--- config.mk ---
export PLATFORM = sky130hd
export DESIGN_NAME = uxr_ext_regs
export DESIGN_NICKNAME = d
export VERILOG_FILES = /design/src/design/uxr_pkg.sv /design/src/design/uxr_ext_regs.sv /design/src/design/uxr_ir_rx.sv
export SDC_FILE = /design/constraint.sdc
export NUM_CORES = 1
export LEC_CHECK = 0
export ABC_AREA = 1
export BUFFER_PORTS_ARGS = -buffer_cell sky130_fd_sc_hd__buf_2
export CAP_MARGIN = 20
export CORE_ASPECT_RATIO = 1.1
export CORE_MARGIN = 1.5
export CORE_UTILIZATION = 30
export DETAILED_ROUTE_END_ITERATION = 12
export SLEW_MARGIN = 0
export SYNTH_ARGS = -nofsm -noshare
export SYNTH_HDL_FRONTEND = slang
export SYNTH_SLANG_ARGS = --single-unit
--- constraint.sdc ---
create_clock -name sys_clk -period 4.88 [get_ports sys_clk]
set_input_delay 0.976 -clock sys_clk [delete_from_list [all_inputs] [get_ports sys_clk]]
set_output_delay 0.976 -clock sys_clk [all_outputs]
set_load 0.01 [all_outputs]
--- src/design/uxr_pkg.sv ---
// Operation
// - eight-bit scratch byte, read/write, steers nothing in the port
// - reserved upper bits of every sixteen-bit register read as zero
// - sixteen-bit divisor from two bytes divides reference clock into 16x tick
// - software reset bit holds internal registers, not fifo data or divisor
// - rts mode bit picks automatic rts mode 0 or 1
// - dma width bit picks one or two bytes and shapes dma requests
// - timeout dma disable moves receive timeout from dma to interrupt
// - separate receive and transmit dma modes, combined with fifo dma mode
// - each dma request output only when its enable bit is set
// - underrun flag on empty read or two-byte read of one; read clears
// - underrun keeps read pointer, returns zero data, no interrupt
// - seven-bit receive and transmit fifo entry counts readable
// - overrun flag and dropped write when fifo lacks room; read clears
// - infrared mode bit inserts encoder and decoder into serial path
// - separate receive and transmit infrared pulse polarity bits
// - infrared receive enable bit stops or allows reception
// - mask disable bit turns echo masking off
// - pulse valid after width-setting consecutive active samples
// - encoder sends a three-sixteenths bit pulse for each zero bit
// - decoder delivers zero for a valid pulse, otherwise one
// - decoder ignores pulses during own transmission
package uxr_pkg;
    // ----------------------------------------------------------------
    // register offsets
    // ----------------------------------------------------------------
    localparam logic [31:0] OFS_SCRATCH = 32'h5000_0020;
    localparam logic [31:0] OFS_DIV_LO = 32'h5000_0024;
    localparam logic [31:0] OFS_DIV_HI = 32'h5000_0028;
    localparam logic [31:0] OFS_HCTL = 32'h5000_002C;
    localparam logic [31:0] OFS_RX_STAT = 32'h5000_0030;
    localparam logic [31:0] OFS_TX_STAT = 32'h5000_0034;
    localparam logic [31:0] OFS_IR_CTL = 32'h5000_0040;
    localparam logic [31:0] OFS_IR_WIDTH = 32'h5000_0044;
    localparam logic [31:0] OFS_MASK_LO = 32'h5000_0048;
    localparam logic [31:0] OFS_MASK_MID = 32'h5000_004C;
    localparam logic [31:0] OFS_MASK_HI = 32'h5000_0050;
    // ----------------------------------------------------------------
    // field positions
    // ----------------------------------------------------------------
    localparam int HC_SWRST = 7;
    localparam int HC_RTS_MODE = 6;
    localparam int HC_DMA_2B = 5;
    localparam int HC_TO_DIS = 4;
    localparam int HC_RX_DMODE = 3;
    localparam int HC_TX_DMODE = 2;
    localparam int HC_RX_DEN = 1;
    localparam int HC_TX_DEN = 0;
    localparam int IRC_MASK_DIS = 6;
    localparam int IRC_RX_POL = 5;
    localparam int IRC_RX_EN = 4;
    localparam int IRC_TX_POL = 1;
    localparam int IRC_MODE = 0;
    localparam int STAT_FLAG = 7;
    localparam logic [7:0] IRC_WR_MASK = 8'h73;
    // ----------------------------------------------------------------
    // reset values and timing counts
    // ----------------------------------------------------------------
    localparam logic [7:0] RST_BYTE = 8'h00;
    localparam logic [7:0] RST_WIDTH = 8'h02;
    localparam logic [3:0] ENC_PULSE_TICKS = 4'h3;
    localparam logic [3:0] ENC_LAST_TICK = 4'hF;
    localparam logic [20:0] MASK_EXTRA = 21'h0_0002;
endpackage : uxr_pkg

--- src/design/uxr_ext_regs.sv ---
`timescale 1ns/10ps
module uxr_ext_regs #(
    parameter int FIFO_DEPTH = 64
) (
    input wire logic sys_clk,
    input wire logic sys_rst,
    input wire logic [31:0] reg_addr,
    input wire logic reg_wr,
    input wire logic reg_rd,
    input wire logic [15:0] reg_wdata,
    output logic [15:0] reg_rdata,
    input wire logic [6:0] rx_count,
    input wire logic [6:0] tx_count,
    input wire logic rx_fifo_rd,
    input wire logic tx_fifo_wr,
    input wire logic fifo_two_byte,
    output logic rx_pop,
    output logic rx_data_zero,
    output logic tx_push,
    input wire logic fifo_dma_mode,
    input wire logic rx_trigger,
    input wire logic tx_trigger,
    input wire logic rx_timeout,
    output logic rx_dma_req,
    output logic tx_dma_req,
    output logic rx_timeout_irq,
    input wire logic auto_rts_active,
    output logic auto_rts_mode1,
    output logic soft_reset,
    output logic baud16_tick,
    input wire logic ser_tx_bit,
    input wire logic ser_tx_bit_start,
    input wire logic ser_tx_busy,
    output logic ser_rx_bit,
    output logic sout_pin,
    input wire logic sin_pin
);
    import uxr_pkg::*;

    localparam logic [6:0] DEPTH_W = 7'(FIFO_DEPTH);

    typedef struct packed {
        logic [7:0] scratch;
        logic [7:0] div_lo;
        logic [7:0] div_hi;
        logic [7:0] hctl;
        logic [7:0] irctl;
        logic [7:0] width;
        logic [7:0] mask_lo;
        logic [7:0] mask_mid;
        logic [3:0] mask_hi;
        logic rx_unf;
        logic tx_ovf;
        logic [15:0] rdata;
        logic [15:0] baud_cnt;
        logic tick;
        logic [3:0] enc_cnt;
        logic sout;
        logic sin_s1;
        logic sin_s2;
    } uxr_state_t;

    uxr_state_t s_q;
    uxr_state_t s_d;
    logic [15:0] divisor;
    logic [6:0] need;
    logic [6:0] tx_free;
    logic under;
    logic over;
    logic rd_rx_stat;
    logic rd_tx_stat;
    logic rx_src;
    logic tx_src;
    logic enc_pulse;
    logic dec_bit;

    // ----------------------------------------------------------------
    // fifo access checks
    // ----------------------------------------------------------------
    // one or two bytes per access, in the dma width too
    assign need = fifo_two_byte ? 7'h02 : 7'h01;
    assign tx_free = DEPTH_W - tx_count;
    assign under = rx_fifo_rd && (rx_count == 7'h00 || (fifo_two_byte && rx_count == 7'h01));
    assign over = tx_fifo_wr && tx_free < need;
    // an underrun leaves the pointer alone and reads zeros
    assign rx_pop = rx_fifo_rd && !under;
    assign rx_data_zero = under;
    assign tx_push = tx_fifo_wr && !over;
    assign rd_rx_stat = reg_rd && reg_addr == OFS_RX_STAT;
    assign rd_tx_stat = reg_rd && reg_addr == OFS_TX_STAT;

    // ----------------------------------------------------------------
    // dma request steering
    // ----------------------------------------------------------------
    always_comb begin
        logic [6:0] dneed;
        dneed = s_q.hctl[HC_DMA_2B] ? 7'h02 : 7'h01;
        // mode 1 waits for the trigger level, mode 0 asks per unit on receive and only when empty on transmit
        if (fifo_dma_mode && s_q.hctl[HC_RX_DMODE]) begin
            rx_src = rx_trigger && rx_count >= dneed;
        end else begin
            rx_src = rx_count >= dneed;
        end
        if (fifo_dma_mode && s_q.hctl[HC_TX_DMODE]) begin
            tx_src = tx_trigger && tx_free >= dneed;
        end else begin
            tx_src = tx_count == 7'h00;
        end
        // timeout flushes a short tail that never reaches the width
        if (!s_q.hctl[HC_TO_DIS] && rx_timeout && rx_count != 7'h00) begin
            rx_src = 1'b1;
        end
    end

    assign rx_dma_req = s_q.hctl[HC_RX_DEN] && rx_src;
    assign tx_dma_req = s_q.hctl[HC_TX_DEN] && tx_src;
    assign rx_timeout_irq = s_q.hctl[HC_TO_DIS] && rx_timeout;
    assign auto_rts_mode1 = auto_rts_active && s_q.hctl[HC_RTS_MODE];
    assign soft_reset = s_q.hctl[HC_SWRST];
    assign divisor = {s_q.div_hi, s_q.div_lo};

    // infrared pulse for a zero bit, first three ticks of sixteen
    assign enc_pulse = ser_tx_busy && !ser_tx_bit && s_q.enc_cnt < ENC_PULSE_TICKS;

    // ----------------------------------------------------------------
    // register file, baud generator, encoder
    // ----------------------------------------------------------------
    always_comb begin
        s_d = s_q;
        s_d.tick = 1'b0;
        s_d.sin_s1 = sin_pin;
        s_d.sin_s2 = s_q.sin_s1;
        // writes; the divisor byte side is guarded by software
        if (reg_wr) begin
            unique case (reg_addr)
                OFS_SCRATCH: s_d.scratch = reg_wdata[7:0];
                OFS_DIV_LO: s_d.div_lo = reg_wdata[7:0];
                OFS_DIV_HI: s_d.div_hi = reg_wdata[7:0];
                OFS_HCTL: s_d.hctl = reg_wdata[7:0];
                OFS_IR_CTL: s_d.irctl = reg_wdata[7:0] & IRC_WR_MASK;
                OFS_IR_WIDTH: s_d.width = reg_wdata[7:0];
                OFS_MASK_LO: s_d.mask_lo = reg_wdata[7:0];
                OFS_MASK_MID: s_d.mask_mid = reg_wdata[7:0];
                OFS_MASK_HI: s_d.mask_hi = reg_wdata[3:0];
                default: ;
            endcase
        end
        // status read clears, a same-cycle event still sets
        if (rd_rx_stat) begin
            s_d.rx_unf = 1'b0;
        end
        if (rd_tx_stat) begin
            s_d.tx_ovf = 1'b0;
        end
        if (under) begin
            s_d.rx_unf = 1'b1;
        end
        if (over) begin
            s_d.tx_ovf = 1'b1;
        end
        // software reset holds all but divisor; the bit itself stays writable
        if (s_q.hctl[HC_SWRST] && s_d.hctl[HC_SWRST]) begin
            s_d.scratch = RST_BYTE;
            s_d.hctl[6:0] = RST_BYTE[6:0];
            s_d.irctl = RST_BYTE;
            s_d.width = RST_WIDTH;
            s_d.mask_lo = RST_BYTE;
            s_d.mask_mid = RST_BYTE;
            s_d.mask_hi = RST_BYTE[3:0];
            s_d.rx_unf = 1'b0;
            s_d.tx_ovf = 1'b0;
        end
        // read data registered; upper byte always zero
        if (reg_rd) begin
            s_d.rdata = 16'h0000;
            unique case (reg_addr)
                OFS_SCRATCH: s_d.rdata[7:0] = s_q.scratch;
                OFS_DIV_LO: s_d.rdata[7:0] = s_q.div_lo;
                OFS_DIV_HI: s_d.rdata[7:0] = s_q.div_hi;
                OFS_HCTL: s_d.rdata[7:0] = s_q.hctl;
                OFS_RX_STAT: s_d.rdata[7:0] = {s_q.rx_unf, rx_count};
                OFS_TX_STAT: s_d.rdata[7:0] = {s_q.tx_ovf, tx_count};
                OFS_IR_CTL: s_d.rdata[7:0] = s_q.irctl;
                OFS_IR_WIDTH: s_d.rdata[7:0] = s_q.width;
                OFS_MASK_LO: s_d.rdata[7:0] = s_q.mask_lo;
                OFS_MASK_MID: s_d.rdata[7:0] = s_q.mask_mid;
                OFS_MASK_HI: s_d.rdata[3:0] = s_q.mask_hi;
                default: ;
            endcase
        end
        // divisor zero stops the tick rather than dividing by 65536
        if (divisor == 16'h0000) begin
            s_d.baud_cnt = 16'h0000;
        end else if (s_q.baud_cnt >= divisor - 16'h0001) begin
            s_d.baud_cnt = 16'h0000;
            s_d.tick = 1'b1;
        end else begin
            s_d.baud_cnt = s_q.baud_cnt + 16'h0001;
        end
        // bit-phase counter, restarted by the transmitter per bit
        if (ser_tx_bit_start) begin
            s_d.enc_cnt = 4'h0;
        end else if (s_q.tick && s_q.enc_cnt != ENC_LAST_TICK) begin
            s_d.enc_cnt = s_q.enc_cnt + 4'h1;
        end
        // plain line or encoded pulse, polarity per control bit
        if (s_q.irctl[IRC_MODE]) begin
            s_d.sout = enc_pulse ? s_q.irctl[IRC_TX_POL] : !s_q.irctl[IRC_TX_POL];
        end else begin
            s_d.sout = ser_tx_bit;
        end
    end

    always_ff @(posedge sys_clk) begin
        if (sys_rst) begin
            s_q <= '0;
            s_q.width <= RST_WIDTH;
            s_q.sout <= 1'b1;
            s_q.sin_s1 <= 1'b1;
            s_q.sin_s2 <= 1'b1;
        end else begin
            s_q <= s_d;
        end
    end

    // ----------------------------------------------------------------
    // infrared decoder
    // ----------------------------------------------------------------
    uxr_ir_rx u_ir_rx (
        .sys_clk(sys_clk),
        .sys_rst(sys_rst),
        .ir_in(s_q.sin_s2),
        .rx_polarity(s_q.irctl[IRC_RX_POL]),
        .rx_enable(s_q.irctl[IRC_RX_EN]),
        .mask_disable(s_q.irctl[IRC_MASK_DIS]),
        .pulse_width(s_q.width),
        .mask_period({s_q.mask_hi, s_q.mask_mid, s_q.mask_lo}),
        .tx_busy(ser_tx_busy),
        .rx_bit(dec_bit)
    );

    // decoder sits in the receive path only in infrared mode
    assign ser_rx_bit = s_q.irctl[IRC_MODE] ? dec_bit : s_q.sin_s2;
    assign sout_pin = s_q.sout;
    assign reg_rdata = s_q.rdata;
    assign baud16_tick = s_q.tick;
endmodule : uxr_ext_regs

--- src/design/uxr_ir_rx.sv ---
`timescale 1ns/10ps
module uxr_ir_rx (
    input wire logic sys_clk,
    input wire logic sys_rst,
    input wire logic ir_in,
    input wire logic rx_polarity,
    input wire logic rx_enable,
    input wire logic mask_disable,
    input wire logic [7:0] pulse_width,
    input wire logic [19:0] mask_period,
    input wire logic tx_busy,
    output logic rx_bit
);
    import uxr_pkg::*;

    typedef struct packed {
        logic [7:0] run;
        logic [20:0] mask_cnt;
        logic bit_out;
    } uxr_rx_state_t;

    uxr_rx_state_t s_q;
    uxr_rx_state_t s_d;
    logic masked;
    logic active;
    logic [8:0] run_next;

    // ----------------------------------------------------------------
    // echo mask, pulse qualification
    // ----------------------------------------------------------------
    always_comb begin
        s_d = s_q;
        // mask spans transmit plus the extension after it
        masked = !mask_disable && (tx_busy || s_q.mask_cnt != 21'h0_0000);
        if (tx_busy) begin
            s_d.mask_cnt = {1'b0, mask_period} + MASK_EXTRA;
        end else if (s_q.mask_cnt != 21'h0_0000) begin
            s_d.mask_cnt = s_q.mask_cnt - 21'h0_0001;
        end
        active = (ir_in == rx_polarity) && rx_enable && !masked;
        run_next = {1'b0, s_q.run} + 9'h001;
        // saturate so a long pulse stays valid
        if (!active) begin
            s_d.run = 8'h00;
        end else if (s_q.run != 8'hFF) begin
            s_d.run = run_next[7:0];
        end
        s_d.bit_out = !(active && run_next >= {1'b0, pulse_width});
    end

    always_ff @(posedge sys_clk) begin
        if (sys_rst) begin
            s_q <= '0;
            s_q.bit_out <= 1'b1;
        end else begin
            s_q <= s_d;
        end
    end

    assign rx_bit = s_q.bit_out;
endmodule : uxr_ir_rx

==> tab_implementation.tex <==
\begin{tabular}{lr}
\hline
Metric & Value \\
\hline
\multicolumn{2}{l}{\textbf{Routing}} \\
Number of DRC violations after detailed-routing iteration 0 & 639 \\
Drt total wl & 23200 µm \\
Avg WL per Cell & 14.1 µm \\
Router iterations before antenna repair & 5 \\
Via count & 8045 \\
Remaining antenna violation count & 0 \\
Via-per-instance ratio & 4.91 \\
Remaining DRCs & 0 \\
\multicolumn{2}{l}{\textbf{Critical path}} \\
Worst path arrival time & 2.43 ns \\
Logic depth of the worst register-to-register path & 17 \\
Peak per-stage delay on the critical path & 0.28 ns \\
Slowest-stage cell, CP & ha\_1 \\
WS Path Type & input pin to output port \\
Worst Setup End Kind & output port \\
Biggest fanout along the worst timing path & 5 \\
Register-to-register setup slack & 1.98 ns \\
Reg-to-reg critical path startpoint & divisor[0]\$\_SDFFE\_PP0P\_ \\
Buf+Inv Stages, Crit Path & 3 \\
Data required time of the critical path & 3.90 ns \\
Worst setup SP type & input pin \\
Top delay family on crit path & adder cells \\
Worst path cell trace & buf\_2 > inv\_1 > ha\_1 > ha\_1 > a211oi\_1 > nand4\_1 > a21oi\_1 > nor2\_1 > buf\_2 \\
Critical register-to-register path endpoint & s\_q[15]\$\_SDFF\_PP0\_ \\
\multicolumn{2}{l}{\textbf{GRT}} \\
Largest net degree at the start of global routing & 82 \\
Initial antenna violation count & 0 \\
Number of global-route vias before repair & 7433 \\
Final global-route overflow total & 0 \\
GRT Overall Usage & 16.6\% \\
First-pass GRT wire length & 37600 µm \\
\multicolumn{2}{l}{\textbf{Synthesis}} \\
Cell type contributing the most total cell area after synthesis & dfxtp\_1 \\
Top-area cell type share of the netlist area & 30.8\% \\
Yosys warning total & 0 \\
Leading post-synthesis cells by cell area & dfxtp\_1 31\%, nand2\_1 10\%, a21oi\_1 6.8\%, nand3\_1 6.3\%, inv\_1 6.1\% \\
Portion of the post-synthesis area used by sequential elements & 30.8\% \\
Synth Flop Type & dfxtp\_1 \\
Gate Count Post-Synth & 1215 \\
Post-synth cell types & 52 \\
Post-synthesis instance area & 8380 µm² \\
Number of enable flip-flop cells after synthesis & 0 \\
Average footprint of a synthesized cell & 6.90 µm² \\
Fraction of synthesis flops using an asynchronous set or reset pin & 0\% \\
Number of flip-flops and latches in the synthesized netlist & 129 \\
\multicolumn{2}{l}{\textbf{Final layout}} \\
Commonest cells after routing, fill and taps aside & 232 x nand2\_1, 137 x inv\_1, 135 x nor2\_1 \\
Number of nets in the layout & 1385 \\
Fraction of layout cells with a size suffix above 1 & 13.4\% \\
Finished layout cell area & 9530 µm² \\
Total inserted antenna cells & 0 \\
Commonest non-fill, non-tap cell in the layout & nand2\_1 \\
Fillers & 2945 \\
Synthesis-to-layout area growth & 13.8\% \\
\multicolumn{2}{l}{\textbf{Clocking}} \\
Number of sinks driven by the clock tree & 129 \\
Clock Tree Buf Depth & 2 \\
Buffer count from post-CTS setup fixing & 0 \\
Clk\_lat worst skew & 0.44 ns \\
Htree depth & 4 \\
Clock tree root driver cell & clkbuf\_16 \\
Count of instances resized after the clock tree is built & 0 \\
Register clock-pin slew on the reported worst setup and hold paths & 0.06 ns \\
CTS tree & yes \\
Clock buffers created by TritonCTS & 17 \\
Hold Buf Count CTS & 0 \\
\multicolumn{2}{l}{\textbf{Floorplanning}} \\
Initial core utilization & 30.8\% \\
Die outline height & 178 µm \\
Core Footprint & 27200 µm² \\
Full die area & 28900 µm² \\
Die extent in x & 162 µm \\
Row count & 63 \\
Count of pins on the block boundary & 105 \\
\multicolumn{2}{l}{\textbf{STA}} \\
Final worst-path cycle share & 69.8\% \\
Worst-Margin Slew & 0.786 ns \\
Upper clock frequency limit & 294 MHz \\
Number of max-slew violations in the final report & 0 \\
Unrepaired setup endpoints after global routing & no \\
Minimum period implied by the final worst setup slack & 3.41 ns \\
Clock Skews & 0.0118 ns \\
Number of endpoints failing setup at the final stage & 0 \\
Final count of hold timing violations & 0 \\
TNS Setup & 0 ns \\
Headroom to the max-slew limit & 47.6\% \\
\multicolumn{2}{l}{\textbf{Hold path}} \\
Worst min-delay path class & register to register \\
Worst Hold Path Cells & 1 \\
Start point of the worst min-delay path & s\_d[0]\$\_SDFF\_PP1\_ \\
Hold Path Sink & s\_q[0]\$\_SDFF\_PP1\_ \\
\multicolumn{2}{l}{\textbf{Place}} \\
Port Buf Inserts & 88 \\
Gpl congestion & 0.843 \\
Standard cell area after detailed placement & 8920 µm² \\
DP Wirelength & 17200 µm \\
\multicolumn{2}{l}{\textbf{Power}} \\
Leakage & 4.19 nW \\
IR Drop Worst-Case VDD & 153 µV \\
Power per cell area & 282 nW/µm² \\
PnR Total Power & 2.69 mW \\
\multicolumn{2}{l}{\textbf{Outcome}} \\
Result of the run & complete, no violations \\
\multicolumn{2}{l}{\textbf{Flow run}} \\
Number of max-cap violations & 0 \\
\hline
\end{tabular}
-- state kept, by name, indices dropped and copies added, names as in the netlist --
signal,cells
baud16_tick,1
divisor,16
reg_rdata,8
s_d,1
s_q,71
soft_reset,1
sout_pin,1
u_ir_rx.rx_bit,1
u_ir_rx.s_q,29
-- cells by family (layout without fill, tap and decap cells) --
| kind of cell | Yosys count | after routing | synth area share [%] |
|---|---|---|---|
| buf+inv | 203 | 264 | 11.3 |
| simple gates | 602 | 602 | 34.4 |
| flops | 129 | 129 | 30.8 |
| other cells | 1 | 8 | 0.0448 |
| xor+xnor | 54 | 54 | 5.65 |
| compound gates | 190 | 190 | 12.4 |
| fa+ha+maj | 36 | 36 | 5.38 |
-- worst max path at each step --
stage                start          to  cells past startpoint
2_1_floorplan  tx_count[0]  tx_dma_req                      9
3_3_place_gp   tx_count[0]  tx_dma_req                      9
3_5_place_dp   tx_count[0]  tx_dma_req                      9
4_1_cts        tx_count[0]  tx_dma_req                      9
5_1_grt        tx_count[0]     tx_push                     11
6_report       tx_count[0]  tx_dma_req                      9
-- synthesized netlist by cell type, types with 11 or more instances --
| cell type | number |
|---|---|
| ha_1 | 36 |
| xnor2_1 | 24 |
| nand2_1 | 232 |
| nor2_4 | 14 |
| clkbuf_1 | 13 |
| nand4_1 | 62 |
| xor2_1 | 30 |
| o21ai_0 | 40 |
| inv_1 | 137 |
| buf_2 | 17 |
| dfxtp_1 | 129 |
| buf_4 | 21 |
| nor3_1 | 12 |
| a21oi_1 | 114 |
| nand3_1 | 105 |
| buf_6 | 11 |
| nor2_1 | 135 |
-- layout make-up --
cell class | count | area [µm²] | share of cell area, %
clock buffers | 23 | 488 | 5.12
inverters | 140 | 527 | 5.53
repair buffers | 93 | 478 | 5.01
clock inverters | 8 | 128 | 1.34
flip-flops and latches | 129 | 2580 | 27.1
well taps | 357 | 447 | 4.69
multi-input cells | 890 | 4880 | 51.2
-- power by group --
part	internal [mW]	total [mW]	switching (mW)
logic	0.0926	0.266	0.173
clock network	0.855	1.34	0.484
registers	1.07	1.09	0.0153
-- layer usage --
| layer | GRT usage, % | share of wire (%) | vias to the layer above |
|---|---|---|---|
| met5 | 0 | 0 | - |
| met1 | 22.4 | 48 | 3686 |
| met4 | 7.22 | 3.0 | 0 |
| li1 | - | - | 4105 |
| met2 | 25.7 | 44 | 211 |
| met3 | 3.00 | 4.8 | 43 |
-- stage by stage --
step	worst slack, ns	util (%)	instances	hold slack (ns)
finish	1.47	35.1	1640	0.426
global route	1.31	35.1	1640	0.452
CTS	1.47	35.1	1640	0.423
detailed placement	1.48	32.8	1609	0.400
global placement	1.46	32.8	1609	0.397
floorplan	1.80	-	1222	0.389
(Power assumes the default switching activity.)
